**src/common/ossel_pkg.sv**
```systemverilog
package ossel_pkg;

    // ****************************************************************
    // Configuration oscillator-type codes
    // ****************************************************************
    localparam logic [2:0] OSC_TYPE_WATCH_XTAL = 3'h0;
    localparam logic [2:0] OSC_TYPE_MID_XTAL   = 3'h1;
    localparam logic [2:0] OSC_TYPE_HIGH_XTAL  = 3'h2;
    localparam logic [2:0] OSC_TYPE_RES_CAP    = 3'h3;
    localparam logic [2:0] OSC_TYPE_INTERNAL   = 3'h4;
    localparam logic [2:0] OSC_TYPE_EXT_LOW    = 3'h5;
    localparam logic [2:0] OSC_TYPE_EXT_MID    = 3'h6;
    localparam logic [2:0] OSC_TYPE_EXT_HIGH   = 3'h7;

    // ****************************************************************
    // Source select field codes
    // ****************************************************************
    localparam logic [1:0] SRC_SEL_PRIMARY   = 2'h0;
    localparam logic [1:0] SRC_SEL_SECONDARY = 2'h1;

    // ****************************************************************
    // Amplifier gain codes
    // ****************************************************************
    localparam logic [1:0] GAIN_OFF  = 2'h0;
    localparam logic [1:0] GAIN_LOW  = 2'h1;
    localparam logic [1:0] GAIN_MID  = 2'h2;
    localparam logic [1:0] GAIN_HIGH = 2'h3;

    // ****************************************************************
    // Multiplier codes
    // ****************************************************************
    localparam logic [1:0] MULT_BYPASS = 2'h0;
    localparam logic [1:0] MULT_X3     = 2'h1;
    localparam logic [1:0] MULT_X4     = 2'h2;

    // ****************************************************************
    // Counts and reset values
    // ****************************************************************
    localparam int         STARTUP_OSC_COUNT  = 1024;
    localparam int         FAST_START_CYCLES  = 16;
    localparam int         FAILSAFE_TIMEOUT   = 64;
    localparam logic [3:0] IRCF_RESET         = 4'h7;

    // ****************************************************************
    // Selected system clock source
    // ****************************************************************
    typedef enum logic [2:0] {
        SRC_EXTERNAL,
        SRC_SECONDARY,
        SRC_FAST_START,
        SRC_FAST_INT,
        SRC_SLOW_INT
    } ossel_src_t;

endpackage : ossel_pkg

```
**src/logic/ossel_top.sv**
```systemverilog
module ossel_top #(
    parameter int FAILSAFE_CYCLES = ossel_pkg::FAILSAFE_TIMEOUT,
    parameter int STARTUP_COUNT   = ossel_pkg::STARTUP_OSC_COUNT,
    parameter int FAST_CYCLES     = ossel_pkg::FAST_START_CYCLES
) (
    // Clock, reset, enable
    input  wire logic       mclk,
    input  wire logic       reset,
    input  wire logic       clk_en,
    // Configuration
    input  wire logic [2:0] osc_type_cfg,
    input  wire logic       cfg_mult_enable,
    input  wire logic       failsafe_enable,
    input  wire logic       two_speed_enable,
    // Software control
    input  wire logic [1:0] sysclk_source_sel,
    input  wire logic [3:0] int_freq_sel,
    input  wire logic       soft_mult_enable,
    input  wire logic       soft_mult_select,
    // Events
    input  wire logic       powerup_timer_done,
    input  wire logic       wake_event,
    // Pins
    input  wire logic       osc_input_pin,
    // Status and steering
    output      logic [2:0] clk_source_ff,
    output      logic [1:0] amp_gain_ff,
    output      logic [1:0] mult_mode_ff,
    output      logic [3:0] int_freq_ff,
    output      logic       cpu_run_ff,
    output      logic       startup_busy_ff,
    output      logic       failsafe_trip_ff,
    output      logic       osc_stable_ff
);

    // ****************************************************************
    // Mode decode
    // ****************************************************************
    function automatic logic is_crystal(input logic [2:0] t);
        is_crystal = (t == ossel_pkg::OSC_TYPE_WATCH_XTAL) ||
                     (t == ossel_pkg::OSC_TYPE_MID_XTAL) ||
                     (t == ossel_pkg::OSC_TYPE_HIGH_XTAL);
    endfunction : is_crystal

    function automatic logic is_external(input logic [2:0] t);
        is_external = (t != ossel_pkg::OSC_TYPE_INTERNAL);
    endfunction : is_external

    // ****************************************************************
    // Input synchronisers
    // ****************************************************************
    logic [2:0] osc_sync_ff;
    logic       pup_meta_ff;
    logic       pup_sync_ff;
    logic       wake_meta_ff;
    logic       wake_sync_ff;
    logic       pup_prev_ff;
    logic       wake_prev_ff;

    always_ff @(posedge mclk) begin
        if (reset) begin
            osc_sync_ff  <= '0;
            pup_meta_ff  <= 1'b0;
            pup_sync_ff  <= 1'b0;
            wake_meta_ff <= 1'b0;
            wake_sync_ff <= 1'b0;
            pup_prev_ff  <= 1'b0;
            wake_prev_ff <= 1'b0;
        end else if (clk_en) begin
            osc_sync_ff  <= {osc_sync_ff[1:0], osc_input_pin};
            pup_meta_ff  <= powerup_timer_done;
            pup_sync_ff  <= pup_meta_ff;
            wake_meta_ff <= wake_event;
            wake_sync_ff <= wake_meta_ff;
            pup_prev_ff  <= pup_sync_ff;
            wake_prev_ff <= wake_sync_ff;
        end
    end

    logic osc_rise;
    logic trigger;
    logic crystal;

    assign osc_rise = osc_sync_ff[1] && !osc_sync_ff[2];
    assign crystal  = is_crystal(osc_type_cfg);
    assign trigger  = (pup_sync_ff && !pup_prev_ff) ||
                      (wake_sync_ff && !wake_prev_ff);

    // ****************************************************************
    // Crystal start-up timer
    // ****************************************************************
    localparam int STW = $clog2(STARTUP_COUNT) + 1;
    localparam logic [STW-1:0] STARTUP_TARGET = STW'(STARTUP_COUNT);

    logic xtal_done;

    ossel_timer #(
        .WIDTH   (STW)
    ) u_crystal_startup_timer (
        .mclk    (mclk),
        .reset   (reset),
        .clk_en  (clk_en),
        .restart (trigger),
        .tick    (osc_rise && crystal && startup_busy_ff),
        .target  (STARTUP_TARGET),
        .done_ff (xtal_done)
    );

    always_ff @(posedge mclk) begin
        if (reset) begin
            startup_busy_ff <= 1'b0;
        end else if (clk_en) begin
            if (trigger && crystal) begin
                startup_busy_ff <= 1'b1;
            end else if (xtal_done || !crystal) begin
                startup_busy_ff <= 1'b0;
            end
        end
    end

    // ****************************************************************
    // Fast start-up settle counter
    // ****************************************************************
    localparam int FW = $clog2(FAST_CYCLES + 1);
    logic [FW-1:0] fast_cnt_ff;
    logic          fast_ready;

    assign fast_ready = (fast_cnt_ff == FW'(FAST_CYCLES));

    always_ff @(posedge mclk) begin
        if (reset) begin
            fast_cnt_ff <= '0;
        end else if (clk_en && !fast_ready) begin
            fast_cnt_ff <= fast_cnt_ff + 1'b1;
        end
    end

    // ****************************************************************
    // Fail-safe clock monitor
    // ****************************************************************
    localparam int MW = $clog2(FAILSAFE_CYCLES + 1);
    logic [MW-1:0] mon_cnt_ff;
    logic          mon_active;

    assign mon_active = failsafe_enable && (osc_type_cfg != ossel_pkg::OSC_TYPE_INTERNAL) &&
                        !startup_busy_ff;

    always_ff @(posedge mclk) begin
        if (reset) begin
            mon_cnt_ff <= '0;
        end else if (clk_en) begin
            if (osc_rise || !mon_active) begin
                mon_cnt_ff <= '0;
            end else if (mon_cnt_ff != MW'(FAILSAFE_CYCLES)) begin
                mon_cnt_ff <= mon_cnt_ff + 1'b1;
            end
        end
    end

    always_ff @(posedge mclk) begin
        if (reset) begin
            failsafe_trip_ff <= 1'b0;
        end else if (clk_en) begin
            if (mon_active && (mon_cnt_ff == MW'(FAILSAFE_CYCLES))) begin
                failsafe_trip_ff <= 1'b1;
            end
        end
    end

    // ****************************************************************
    // System clock source selection
    // ****************************************************************
    ossel_pkg::ossel_src_t nxt_src;
    logic                  int_block;

    always_comb begin
        int_block = sysclk_source_sel[1] || !is_external(osc_type_cfg) ||
                    failsafe_trip_ff;
        if (int_block) begin
            if (!fast_ready) begin
                nxt_src = ossel_pkg::SRC_FAST_START;
            end else if (int_freq_sel == 4'h0) begin
                nxt_src = ossel_pkg::SRC_SLOW_INT;
            end else begin
                nxt_src = ossel_pkg::SRC_FAST_INT;
            end
        end else if (sysclk_source_sel == ossel_pkg::SRC_SEL_SECONDARY) begin
            nxt_src = ossel_pkg::SRC_SECONDARY;
        end else if (startup_busy_ff && (failsafe_enable || two_speed_enable)) begin
            nxt_src = fast_ready ? ossel_pkg::SRC_FAST_INT
                                 : ossel_pkg::SRC_FAST_START;
        end else begin
            nxt_src = ossel_pkg::SRC_EXTERNAL;
        end
    end

    always_ff @(posedge mclk) begin
        if (reset) begin
            clk_source_ff <= 3'(ossel_pkg::SRC_FAST_START);
        end else if (clk_en) begin
            clk_source_ff <= 3'(nxt_src);
        end
    end

    always_ff @(posedge mclk) begin
        if (reset) begin
            int_freq_ff <= ossel_pkg::IRCF_RESET;
        end else if (clk_en) begin
            int_freq_ff <= int_freq_sel;
        end
    end

    // ****************************************************************
    // Execution gate
    // ****************************************************************
    always_ff @(posedge mclk) begin
        if (reset) begin
            cpu_run_ff <= 1'b0;
        end else if (clk_en) begin
            cpu_run_ff <= !(startup_busy_ff && !failsafe_enable && !two_speed_enable &&
                           (nxt_src == ossel_pkg::SRC_EXTERNAL));
        end
    end

    always_ff @(posedge mclk) begin
        if (reset) begin
            osc_stable_ff <= 1'b0;
        end else if (clk_en) begin
            osc_stable_ff <= crystal ? xtal_done : 1'b1;
        end
    end

    // ****************************************************************
    // Amplifier gain
    // ****************************************************************
    always_ff @(posedge mclk) begin
        if (reset) begin
            amp_gain_ff <= ossel_pkg::GAIN_OFF;
        end else if (clk_en) begin
            case (osc_type_cfg)
                ossel_pkg::OSC_TYPE_WATCH_XTAL: amp_gain_ff <= ossel_pkg::GAIN_LOW;
                ossel_pkg::OSC_TYPE_MID_XTAL:   amp_gain_ff <= ossel_pkg::GAIN_MID;
                ossel_pkg::OSC_TYPE_HIGH_XTAL:  amp_gain_ff <= ossel_pkg::GAIN_HIGH;
                ossel_pkg::OSC_TYPE_EXT_HIGH,
                ossel_pkg::OSC_TYPE_EXT_MID,
                ossel_pkg::OSC_TYPE_EXT_LOW:    amp_gain_ff <= ossel_pkg::GAIN_OFF;
                default:                        amp_gain_ff <= ossel_pkg::GAIN_OFF;
            endcase
        end
    end

    // ****************************************************************
    // Frequency multiplier
    // ****************************************************************
    logic mult_on;

    assign mult_on = cfg_mult_enable || soft_mult_enable;

    always_ff @(posedge mclk) begin
        if (reset) begin
            mult_mode_ff <= ossel_pkg::MULT_BYPASS;
        end else if (clk_en) begin
            if (!mult_on) begin
                mult_mode_ff <= ossel_pkg::MULT_BYPASS;
            end else if (soft_mult_select) begin
                mult_mode_ff <= ossel_pkg::MULT_X3;
            end else begin
                mult_mode_ff <= ossel_pkg::MULT_X4;
            end
        end
    end
endmodule : ossel_top

```
**src/logic/ossel_timer.sv**
```systemverilog
module ossel_timer #(
    parameter int WIDTH = 11
) (
    // Clock and reset
    input  wire logic             mclk,
    input  wire logic             reset,
    input  wire logic             clk_en,
    // Control
    input  wire logic             restart,
    input  wire logic             tick,
    input  wire logic [WIDTH-1:0] target,
    // Status
    output      logic             done_ff
);

    // ****************************************************************
    // Restartable counter with registered done flag
    // ****************************************************************
    logic [WIDTH-1:0] cnt_ff;

    always_ff @(posedge mclk) begin
        if (reset) begin
            cnt_ff <= '0;
        end else if (clk_en) begin
            if (restart) begin
                cnt_ff <= '0;
            end else if (tick && !done_ff) begin
                cnt_ff <= cnt_ff + 1'b1;
            end
        end
    end

    always_ff @(posedge mclk) begin
        if (reset) begin
            done_ff <= 1'b0;
        end else if (clk_en) begin
            if (restart) begin
                done_ff <= 1'b0;
            end else if (tick && (cnt_ff == target - 1'b1)) begin
                done_ff <= 1'b1;
            end
        end
    end

endmodule : ossel_timer

```
**config.mk**
```make
export PLATFORM = sky130hd
export DESIGN_NAME = ossel_top
export DESIGN_NICKNAME = d
export VERILOG_FILES = /design/src/common/ossel_pkg.sv /design/src/logic/ossel_top.sv /design/src/logic/ossel_timer.sv
export SDC_FILE = /design/constraint.sdc
export NUM_CORES = 1
export LEC_CHECK = 0
export BUFFER_PORTS_ARGS = -buffer_cell sky130_fd_sc_hd__buf_2
export CAP_MARGIN = 20
export CELL_PAD_IN_SITES_DETAIL_PLACEMENT = 1
export CELL_PAD_IN_SITES_GLOBAL_PLACEMENT = 1
export CORE_ASPECT_RATIO = 1.1
export CORE_MARGIN = 2
export CORE_UTILIZATION = 42
export CTS_CLUSTER_SIZE = 40
export DETAILED_ROUTE_END_ITERATION = 16
export GPL_TIMING_DRIVEN = 0
export PLACE_DENSITY = 0.88
export SKIP_LAST_GASP = 1
export SYNTH_ARGS = -nofsm -noshare
export SYNTH_HDL_FRONTEND = slang
export SYNTH_HIERARCHICAL = 1
export SYNTH_SLANG_ARGS = --single-unit
```
**constraint.sdc**
```tcl
create_clock -name mclk -period 1.95 [get_ports mclk]
set_input_delay 0.39 -clock mclk [delete_from_list [all_inputs] [get_ports mclk]]
set_output_delay 0.39 -clock mclk [all_outputs]
set_load 0.005 [all_outputs]
```
# Yosys cells after proc, flatten, opt, wreduce, memory -nomap -nowiden
# Cells that the tools add are included.
# Widths: inputs -> output; s select.
# classes
n_eq_ne	8
muxes	18
add_sub_neg	3
reduce_logical	49
# op_table
op	count
$mux 11	2
$logic_and 1x1->1	16
$mux 7	2
$logic_not 1->1	12
$add 11x1->11 const B	1
$eq 11x10->1 const B	1
$reduce_and 2->1	5
$logic_or 1x1->1	9
$mux 3	3
$mux 2	4
$reduce_bool 2->1	4
$add 7x1->7 const B	1
$eq 7x7->1 const B	1
$ne 7x7->1 const B	1
$logic_not 3->1	2
$mux 1	6
$pmux 2 s3	1
$add 5x1->5 const B	1
$eq 5x5->1 const B	1
$logic_not 4->1	1
$eq 3x1->1 const B	1
$eq 3x2->1 const B	1
$ne 3x3->1 const B	1
$eq 2x1->1 const B	1
# totals
ff_bits	48
input_bits	20

# Depth between registers and ports, before layout
# Gate-level depths: netlist of run 1.
# logic_depth
depth_word	8
mapped_depth	7
mapped_depth_nobuf	7

# Cells and area by module
# Netlist of run 1, hierarchy kept.
# by_module_without_submodules
mod	seq_area_each_um2	area_each_um2	instances	cells_per_inst
ossel_top	720.7	1584.0	1	181
ossel_timer	240.2	959.7	1	126

# Least setup slack after synthesis of run 1
# No wires, ideal clock.
# synth_timing
path_type	input -> register
from	input port osc_type_cfg[0]
to	register u_crystal_startup_timer.cnt_ff[7]
path_buffers	0
t_arrival_ps	1648
setup_time_ps	126
stages	7
path_slack_ps	176
required_time_ps	1824
path_cell_list	a21oi_1 > and3_1 > nor2b_1 > o2111ai_1 > nor4_1 > xnor2_1 > nor2_1
# synth_between
elab_chain_len	8
# synth_rtl
item	line	source
start, declared	ossel_top.sv:11	input wire logic [2:0] osc_type_cfg,
$eq 3x1->1 / $logic_not 3->1 (equally long branches)	ossel_top.sv:41, ossel_top.sv:40	
$logic_or 1x1->1	ossel_top.sv:40	is_crystal = (t == ossel_pkg::OSC_TYPE_WATCH_XTAL) ||
$logic_or 1x1->1 *	ossel_top.sv:41	(t == ossel_pkg::OSC_TYPE_MID_XTAL) ||
$logic_and 1x1->1 * (2 in a row)	ossel_top.sv:104	.tick (osc_rise && crystal && startup_busy_ff),
$logic_and 1x1->1 *	ossel_timer.sv:27	end else if (tick && !done_ff) begin
$reduce_bool 2->1 (no source line) *	n/a	
$reduce_and 2->1 (no source line) *	n/a	
end signal, assigned	ossel_timer.sv:28	cnt_ff <= cnt_ff + 1'b1;
end, declared	ossel_timer.sv:19	logic [WIDTH-1:0] cnt_ff;
# Mark *: on every way between the ends. The rest lies on a longest branch, timed or not.
# A chain may end at the register's enable or synchronous reset.

# Final worst setup path of run 1
# layout_timing
from	register osc_sync_ff[1]
to	register u_crystal_startup_timer.done_ff
# layout_between
elab_chain_len	6
# layout_rtl
item	line	source
start, declared	ossel_top.sv:52	logic [2:0] osc_sync_ff;
start signal, assigned	ossel_top.sv:70	osc_sync_ff <= {osc_sync_ff[1:0], osc_input_pin};
$logic_and 1x1->1	ossel_top.sv:84	assign osc_rise = osc_sync_ff[1] && !osc_sync_ff[2];
$logic_and 1x1->1 (2 in a row)	ossel_top.sv:104	
$logic_and 1x1->1	ossel_timer.sv:39	end else if (tick && (cnt_ff == target - 1'b1)) begin
$reduce_bool 2->1 (no source line)	n/a	
$reduce_and 2->1 (no source line)	n/a	
end signal, assigned	ossel_timer.sv:35	done_ff <= 1'b0;
end signal, assigned	ossel_timer.sv:38	done_ff <= 1'b0;
end signal, assigned	ossel_timer.sv:40	done_ff <= 1'b1;
end, declared	ossel_timer.sv:13	output logic done_ff
# No other way between the ends.

==> results of run 1 <==
power groups by stage:
stage                     Sequential [W]  Combinational, W  Clock, W
after floorplan                  0.00105          0.000153         0
after CTS                        0.00103          0.000244  0.000730
after global placement           0.00105          0.000226         0
final                            0.00103          0.000253  0.000718
after global routing             0.00103          0.000286  0.000776
after detailed placement         0.00105          0.000234         0
stage by stage:
stage          utilization, %  setup slack [ns]  setup TNS [ns]  std cells
6_report                 55.3            0.0876               0        482
5_1_grt                  55.3          -0.00776        -0.00776        482
4_1_cts                  54.8           -0.0145         -0.0154        482
3_5_place_dp             52.0            -0.332           -1.80        474
3_3_place_gp             52.0            -0.251           -1.39        474
2_1_floorplan               -             0.176               0        363
metal layers:
layer / GRT usage, % / up-vias
met2: 42.3 / 51
met1: 23.3 / 1169
met5: 0 / -
li1: - / 1222
met4: 4.31 / 0
met3: 3.58 / 5
flip-flops by register name, indices dropped and copies added, names as in the netlist:
| register | flops |
|---|---|
| mon_cnt_ff | 7 |
| u_crystal_startup_timer/done_ff | 1 |
| failsafe_trip_ff | 1 |
| osc_stable_ff | 1 |
| startup_busy_ff | 1 |
| wake_sync_ff | 1 |
| mult_mode_ff | 2 |
| cpu_run_ff | 1 |
| clk_source_ff | 3 |
| pup_meta_ff | 1 |
| int_freq_ff | 4 |
| u_crystal_startup_timer/cnt_ff | 11 |
| fast_cnt_ff | 5 |
| osc_sync_ff | 3 |
| amp_gain_ff | 2 |
| pup_prev_ff | 1 |
| wake_prev_ff | 1 |
| wake_meta_ff | 1 |
| pup_sync_ff | 1 |
cell usage in the layout (no fill, tap or decap), drive strengths merged, types with 5 or more instances in the layout:
master  count
mux2i      15
nand3      11
o21ai      12
inv        20
ha          6
clkbuf     12
nor2       47
nor4        6
dfxtp      48
xnor2      17
or3         5
xor2        8
buf        36
nand2      16
nor2b       6
nand4       6
conb       58
nor3       11
a21oi      14
layout make-up:
cell class | count | share of cell area (%)
flip-flops and latches | 48 | 29.9
inverters | 20 | 2.34
clock inverters | 3 | 1.33
plain buffers | 9 | 1.09
repair buffers | 34 | 5.30
clock buffers | 5 | 2.14
well taps | 77 | 3.00
multi-input cells | 286 | 54.9
worst max-delay path: stages (launching register included):
cell and delay (ns):
dfxtp_1 0.37, nor2b_4 0.18, and3_1 0.24, nor4bb_4 0.23, nand3_1 0.14, a211oi_2 0.17
nand4_1 0.15, a221oi_2 0.30
path summary, 6_finish.rpt:
kind / start / to / slack (ns) / cells past startpoint
worst max-delay path: osc_sync_ff[1]$_SDFFE_PP0P_ / u_crystal_startup_timer/done_ff$_SDFFE_PP0P_ / 0.09 / 7
worst min-delay path: powerup_timer_done / pup_meta_ff$_SDFFE_PP0P_ / 0.32 / 3
worst max register to register: osc_sync_ff[1]$_SDFFE_PP0P_ / u_crystal_startup_timer/done_ff$_SDFFE_PP0P_ / 0.09 / 7
worst min register to register: int_freq_ff[0]$_SDFFE_PP1P_ / int_freq_ff[0]$_SDFFE_PP1P_ / 0.48 / 2
Yosys cell counts (all sizes together), types with 7 or more instances:
cell type	count
mux2i	15
xor2	8
clkbuf	7
xnor2	17
o21ai	12
nand2	16
nor2	47
a21oi	14
inv	20
nand3	11
nor3	11
dfxtp	48
repair_timing:
action	CTS	global route
gates resized for setup	9	5
pin swaps	1	1
setup endpoints to repair	7	6
kinds of logic after synthesis:
logic type	after synthesis	synth area share, %
AOI/OAI and AO/OA	56	14.7
xor gates and xnor gates	25	8.61
adders and majority gates	6	2.95
buffers and inverters	29	4.33
DFF	48	37.8
muxes	15	5.90
other	2	0.295
and+or+nand+nor	126	25.5
==> metrics, run 1 <==
# Post-CTS Setup Buffers=0; Post-DP Area=3020 um2; Lkg Pwr=1.32 nW; Final GP Congestion=0.827; initial drt markers=80; count of pins over their slew limit=0; # Max-Cap Violations=0; initial antenna violation count=0; peak supply drop=533 uV; TritonCTS clock tree=done; fillers=748; yosys warns=6; Final Hold Fails=0; Core Area=5810 um2; hpwl dp=5060 um; main area contributors after synthesis=dfxtp_1, nor2_1, mux2i_1; DR top layer=met4; sequential fraction of the synthesis area=37.8%; via count of the routed design=2,447; layout cell share with drive strength beyond 1=14.1%; Critical Path RT=2.17 ns; wire length on met1=2890 um; IO Port Bufs=34; CP Data Arrival Time=2.08 ns; Avg Inst Size Synth=8.29 um2; DR vias/cell=5.08; RSZ-0062 raised after global routing=yes; Async S/R FF share, synth=0%; Routed Antenna Nets=0; Int Power=0.00149 W; Synth top area share=37.8%; CP endpoint kind=register; Setup Skew=0.00590 ns; Tot Pwr=0.00200 W; Mapped Cells=307; PwrDens=623 nW/um2; CTS Buffer Depth=2; H-Tree Depth=2; library cells used by synthesis=51; Root Driver=clkbuf_8; status=completed; Mapped Area=2540 um2; # setup viols final=0; Tightest Pin Transition=0.590 ns; hold_buf cts=0; part of the power in registers=51.4%; startpoint types=register; Row Count=29; ys flop type=dfxtp_1; critical path class=reg -> reg; Die Span Y=85.6 um; switching share of total power=25.6%; Max Fclk=0.537 GHz; Seq cells post-synth=48; Rel. slew slack=60.6%; Clock Power Share=35.9%; boundary pin count=35; vias in the first global route=2,577; Hold WS=0.321 ns; Pre-antenna DRT Iters=4; die footprint=6700 um2; largest net degree at the start of global routing=16; worst skew pair latency=0.30 ns; Overflow after GRT=0; period utilization=95.5%; Met3 Wirelength=248 um; die span in x=78.2 um; Final min period=1.86 ns; area grow syn2layout=26.2%; fin area=3210 um2; WL final=6830 um; Combinational Power Share=12.7%; first-pass GRT wire length=11,400 um; Nets=430; met2 WL=3640 um; DRC=0; Worst-path clk slew=0.09 ns; peak fanout along the critical path=3; Starting Density=43.8%; Multi-input gate area=1760 um2; Total GRT Usage=21.2%; register area=961 um2; net switching power=0.000513 W; CTS Buf Count=5; Ant. Diodes=0; worst min path class=in -> reg; post-DR wirelength/cell=14.2 um; dominant cell type by area after synthesis=dfxtp_1; CTS sink cnt=48; EDFF count, synth=0
(Power assumes the default switching activity.)
==> run 2: changes to the inputs <==
CORE_UTILIZATION = 30   (was 42)
PLACE_DENSITY = 0.69   (was 0.88)
SETUP_SLACK_MARGIN = 0.15   (was not set)
==> run 2 against run 1 <==
  * Count of clock-buffer cells in the layout stayed put
  * Final cell count is 7.5% higher
  * Critical path depth did not move
  * Highest routed layer unchanged
  * Critical path type unchanged
  * Maximum frequency is 2.4% higher
  * Combinational power about the same
  * Largest power group unchanged
==> metrics, run 2 (same netlist as run 1, synthesis figures left out) <==
Pre-antenna DRT Iters=4; FF-to-FF setup slack=0.13 ns; peak supply drop=440 uV; Row Count=35; layout cell share with drive strength beyond 1=15.2%; CP Data Arrival Time=2.00 ns; RR Startpoint=wake_sync_ff$_SDFFE_PP0P_; Ant. Diodes=0; CP endpoint kind=register; startpoint types=register; CP max stage delay=0.36 ns; Starting Density=30.6%; Tightest Pin Transition=0.611 ns; first-pass GRT wire length=10,500 um; vias in the first global route=2,332; DRC=0; PwrDens=605 nW/um2; period utilization=93.2%; IO Port Bufs=34; Core Area=8320 um2; Clock Power Share=36.2%; Final min period=1.82 ns; hpwl dp=4820 um; hold_buf cts=0; die footprint=9230 um2; Root Driver=clkbuf_8; net switching power=0.000518 W; Regs by FF count=u_crystal_startup_timer/cnt_ff (11), mon_cnt_ff (7), fast_cnt_ff (5); area grow syn2layout=30.6%; # setup viols final=0; post-DR wirelength/cell=12.6 um; status=completed; worst min path class=in -> reg; Die Span Y=101 um; Final GP Congestion=0.806; initial antenna violation count=0; Worst Hold Path EP=osc_sync_ff[0]$_SDFFE_PP0P_; end-of-flow core utilization=39.9%; hold depth=3; Lkg Pwr=1.35 nW; Critical Path RT=2.13 ns; Rel. slew slack=59.3%; part of the power in registers=51.1%; count of pins over their slew limit=0; commonest non-fill, non-tap cell in the layout=conb_1; Setup TNS=0 ns; Routed Antenna Nets=0; Combinational Power Share=12.7%; Setup Skew=0.0111 ns; Largest register FFs=11; commonest non-fill, non-tap cells in the layout=conb_1, nor2_1, dfxtp_1; Most flops, register=u_crystal_startup_timer/cnt_ff; Tot Pwr=0.00201 W; peak fanout along the critical path=7; Reg-to-Reg End=u_crystal_startup_timer/cnt_ff[7]$_SDFFE_PP0P_; worst path cell trace=inv_1 > o22ai_4 > buf_12 > o2111ai_4 > nor4_4 > xnor2_1 > nor2_1; Reg2Reg Depth=7; CTS Buf Count=5; die span in x=91.8 um; Slowest cell on crit path=dfxtp_1; largest net degree at the start of global routing=16; via count of the routed design=2,398; switching share of total power=25.8%; Nets=432; CTS Buffer Depth=2; critical path class=reg -> reg; Max Fclk=0.550 GHz; RSZ-0062 raised after global routing=yes; Overflow after GRT=0; # Max-Cap Violations=0; TritonCTS clock tree=done; CTS sink cnt=48; Total GRT Usage=13.9%; Int Power=0.00149 W; Worst-path clk slew=0.09 ns; DR vias/cell=4.63; boundary pin count=35; H-Tree Depth=2; initial drt markers=26; Worst Hold Launch=osc_input_pin; Hold WS=0.318 ns; worst skew pair latency=0.31 ns; WL final=6510 um; Final Hold Fails=0
## run 2: worst max-delay path: cells and delay by family (launching register included)
family / cells / cell delay, ns
simple gates: 2 / 0.40
xor+xnor: 1 / 0.15
flops: 1 / 0.36
buf+inv: 2 / 0.25
compound gates: 2 / 0.55
## run 2: through the flow
step                cells  instance area (um2)  worst slack (ns)
finish                518                 3320             0.132
CTS                   516                 3220             0.120
global route          518                 3320            0.0237
floorplan             363                 2750             0.176
global placement      508                 3060            -0.229
detailed placement    508                 3060            -0.300
## run 2: how the worst max path moves through the flow
stage | slack [ns] | depth (start not counted) | end | from
floorplan | 0.18 | 7 | u_crystal_startup_timer/cnt_ff[7]$_SDFFE_PP0P_ | osc_type_cfg[0]
global placement | -0.23 | 8 | u_crystal_startup_timer/cnt_ff[7]$_SDFFE_PP0P_ | osc_type_cfg[0]
detailed placement | -0.30 | 8 | u_crystal_startup_timer/cnt_ff[7]$_SDFFE_PP0P_ | osc_type_cfg[0]
CTS | 0.12 | 7 | u_crystal_startup_timer/done_ff$_SDFFE_PP0P_ | osc_sync_ff[1]$_SDFFE_PP0P_
global route | 0.02 | 8 | u_crystal_startup_timer/cnt_ff[7]$_SDFFE_PP0P_ | osc_type_cfg[0]
finish | 0.13 | 7 | u_crystal_startup_timer/cnt_ff[7]$_SDFFE_PP0P_ | wake_sync_ff$_SDFFE_PP0P_
## run 2: metal layers
metal  GRT usage (%)  up-vias  part of all wire (%)
li1                -     1228                     -
met1            17.2     1142                    45
met2            24.9       24                    52
met3            2.32        4                   2.1
met4            3.79        0                  0.84
met5               0        -                     0
## run 2: layout make-up
cell class	instances	area [um2]
fill	1067	5000
multi-input combinational	286	1800
sequential	48	962
timing repair buffer	36	198
tap	111	139
inverter	20	75.1
clock buffer	5	68.8
clock inverter	3	42.5
buffer	9	35.0
## run 2: what timing repair did
item	4_1_cts	5_1_grt
endpoints found under the hold margin	0	0
pin swaps	1	6
buffers inserted	0	2
gates resized for setup	8	12
setup endpoints to repair	8	8
## run 2: power groups by stage
stage / sequential [W] / combinational [W] / clock (W)
after global placement: 0.00105 / 0.000230 / 0
after CTS: 0.00103 / 0.000239 / 0.000753
after detailed placement: 0.00105 / 0.000236 / 0
final: 0.00103 / 0.000255 / 0.000729
after floorplan: 0.00105 / 0.000153 / 0
after global routing: 0.00103 / 0.000291 / 0.000791
==> run 3: changes to the inputs <==
GPL_TIMING_DRIVEN = 1   (was 0)
SETUP_SLACK_MARGIN = not set   (was 0.15)
==> run 3 against run 2 <==
  * Sequential share of layout area rose by 0.36 points
  * Power shrank 1.4%
  * Register-to-register slack barely moved
  * Die area did not move
  * Clock skew is 0.0063 ns lower
  * Worst setup slack got worse by 0.0087 ns
  * Count of clock-buffer cells in the layout is 1 higher
==> metrics, run 3 (same netlist as run 1, synthesis figures left out) <==
Row Count=35; Hold WS=0.323 ns; PwrDens=605 nW/um2; critical path class=reg -> reg; CP Data Arrival Time=2.06 ns; Final min period=1.83 ns; CP endpoint kind=register; Nets=432; Critical Path RT=2.18 ns; peak supply drop=300 uV; Routed Antenna Nets=0; Tot Pwr=0.00198 W; Setup TNS=0 ns; DR vias/cell=4.58; startpoint types=register; post-DR wirelength/cell=12.4 um; Setup Skew=0.00474 ns; die span in x=91.8 um; Pre-antenna DRT Iters=4; register area=961 um2; die footprint=9230 um2; initial antenna violation count=0; period utilization=93.7%; H-Tree Depth=2; Final Hold Fails=0; Regs by FF count=u_crystal_startup_timer/cnt_ff (11), mon_cnt_ff (7), fast_cnt_ff (5); final cell count without fillers=518; Lkg Pwr=1.36 nW; status=completed; Most flops, register=u_crystal_startup_timer/cnt_ff; Total GRT Usage=14.3%; layout cell share with drive strength beyond 1=16.0%; fillers=1,080; worst min path class=in -> reg; Final GP Congestion=0.809; via count of the routed design=2,372; # Post-CTS Setup Buffers=0; WL final=6400 um; vias in the first global route=2,436; Core Area=8320 um2; RSZ-0062 raised after global routing=yes; Worst-path clk slew=0.09 ns; commonest non-fill, non-tap cell in the layout=conb_1; # Max-Cap Violations=0; area grow syn2layout=28.9%; initial drt markers=74; Starting Density=30.6%; IO Port Bufs=34; peak fanout along the critical path=6; hold_buf cts=0; Multi-input gate area=1730 um2; Die Span Y=101 um; Overflow after GRT=0; boundary pin count=35; CP max stage delay=0.40 ns; placed insts=510; CTS Buffer Depth=2; worst path cell trace=nor2b_2 > and3_1 > nor2b_2 > o2111ai_2 > or3_1 > a21oi_1; end-of-flow core utilization=39.4%; DRC=0; largest net degree at the start of global routing=39; Slowest cell on crit path=or3_1; worst skew pair latency=0.30 ns; CTS Buf Count=5; cell mode on critical path=nor2b_2; Ant. Diodes=0; Largest register FFs=11; count of pins over their slew limit=0; commonest non-fill, non-tap cells in the layout=conb_1, dfxtp_1, nor2_1; Max Fclk=0.547 GHz; hpwl dp=4810 um; Root Driver=clkbuf_8; first-pass GRT wire length=10,900 um; # setup viols final=0; TritonCTS clock tree=done; CTS sink cnt=48
## run 3: path summary, 6_finish.rpt
check | slack (ns) | to | depth (start not counted) | start
max | 0.12 | u_crystal_startup_timer/cnt_ff[8]$_SDFFE_PP0P_ | 6 | osc_sync_ff[1]$_SDFFE_PP0P_
min | 0.32 | int_freq_ff[2]$_SDFFE_PP1P_ | 3 | int_freq_sel[2]
max reg2reg | 0.12 | u_crystal_startup_timer/cnt_ff[8]$_SDFFE_PP0P_ | 6 | osc_sync_ff[1]$_SDFFE_PP0P_
min reg2reg | 0.47 | mult_mode_ff[0]$_SDFFE_PP0P_ | 2 | mult_mode_ff[0]$_SDFFE_PP0P_
## run 3: repair_timing
action	4_1_cts	5_1_grt
pin swaps	0	0
gates resized for setup	1	8
endpoints found under the setup margin	1	7
## run 3: layout make-up
class / count / share of cell area, %
sequential: 48 / 29.3
tap: 111 / 4.24
multi-input combinational: 286 / 52.8
clock inverter: 2 / 1.07
clock buffer: 6 / 2.21
timing repair buffer: 45 / 8.09
inverter: 20 / 2.29
## run 3: metrics by stage
step | setup slack [ns] | cell area (um2)
after floorplan | 0.176 | 2750
after global placement | -0.0534 | 3120
after detailed placement | -0.162 | 3120
after CTS | 0.0254 | 3240
after global routing | -0.0194 | 3280
final | 0.123 | 3280
## run 3: where the power goes
part / internal, W / switching [W]
Sequential: 0.00101 / 0.0000172
Combinational: 0.000107 / 0.000147
Clock: 0.000381 / 0.000322
Total: 0.00150 / 0.000486
## run 3: per-layer routing
metal / up-vias / share of wire (%) / wire length, um / track usage (%)
met1: 1118 / 43 / 2770 / 16.9
li1: 1222 / - / - / -
met4: 0 / 0.95 / 61 / 4.13
met5: - / 0 / 0 / 0
met2: 26 / 53 / 3400 / 26.6
met3: 6 / 2.5 / 163 / 2.32
## run 3: critical path, delay by kind of cell (launching register included)
family / cells / cell delay (ns)
AO/OA/AOI/OAI: 2 / 0.36
AND/OR/NAND/NOR: 4 / 1.04
flip-flops: 1 / 0.36
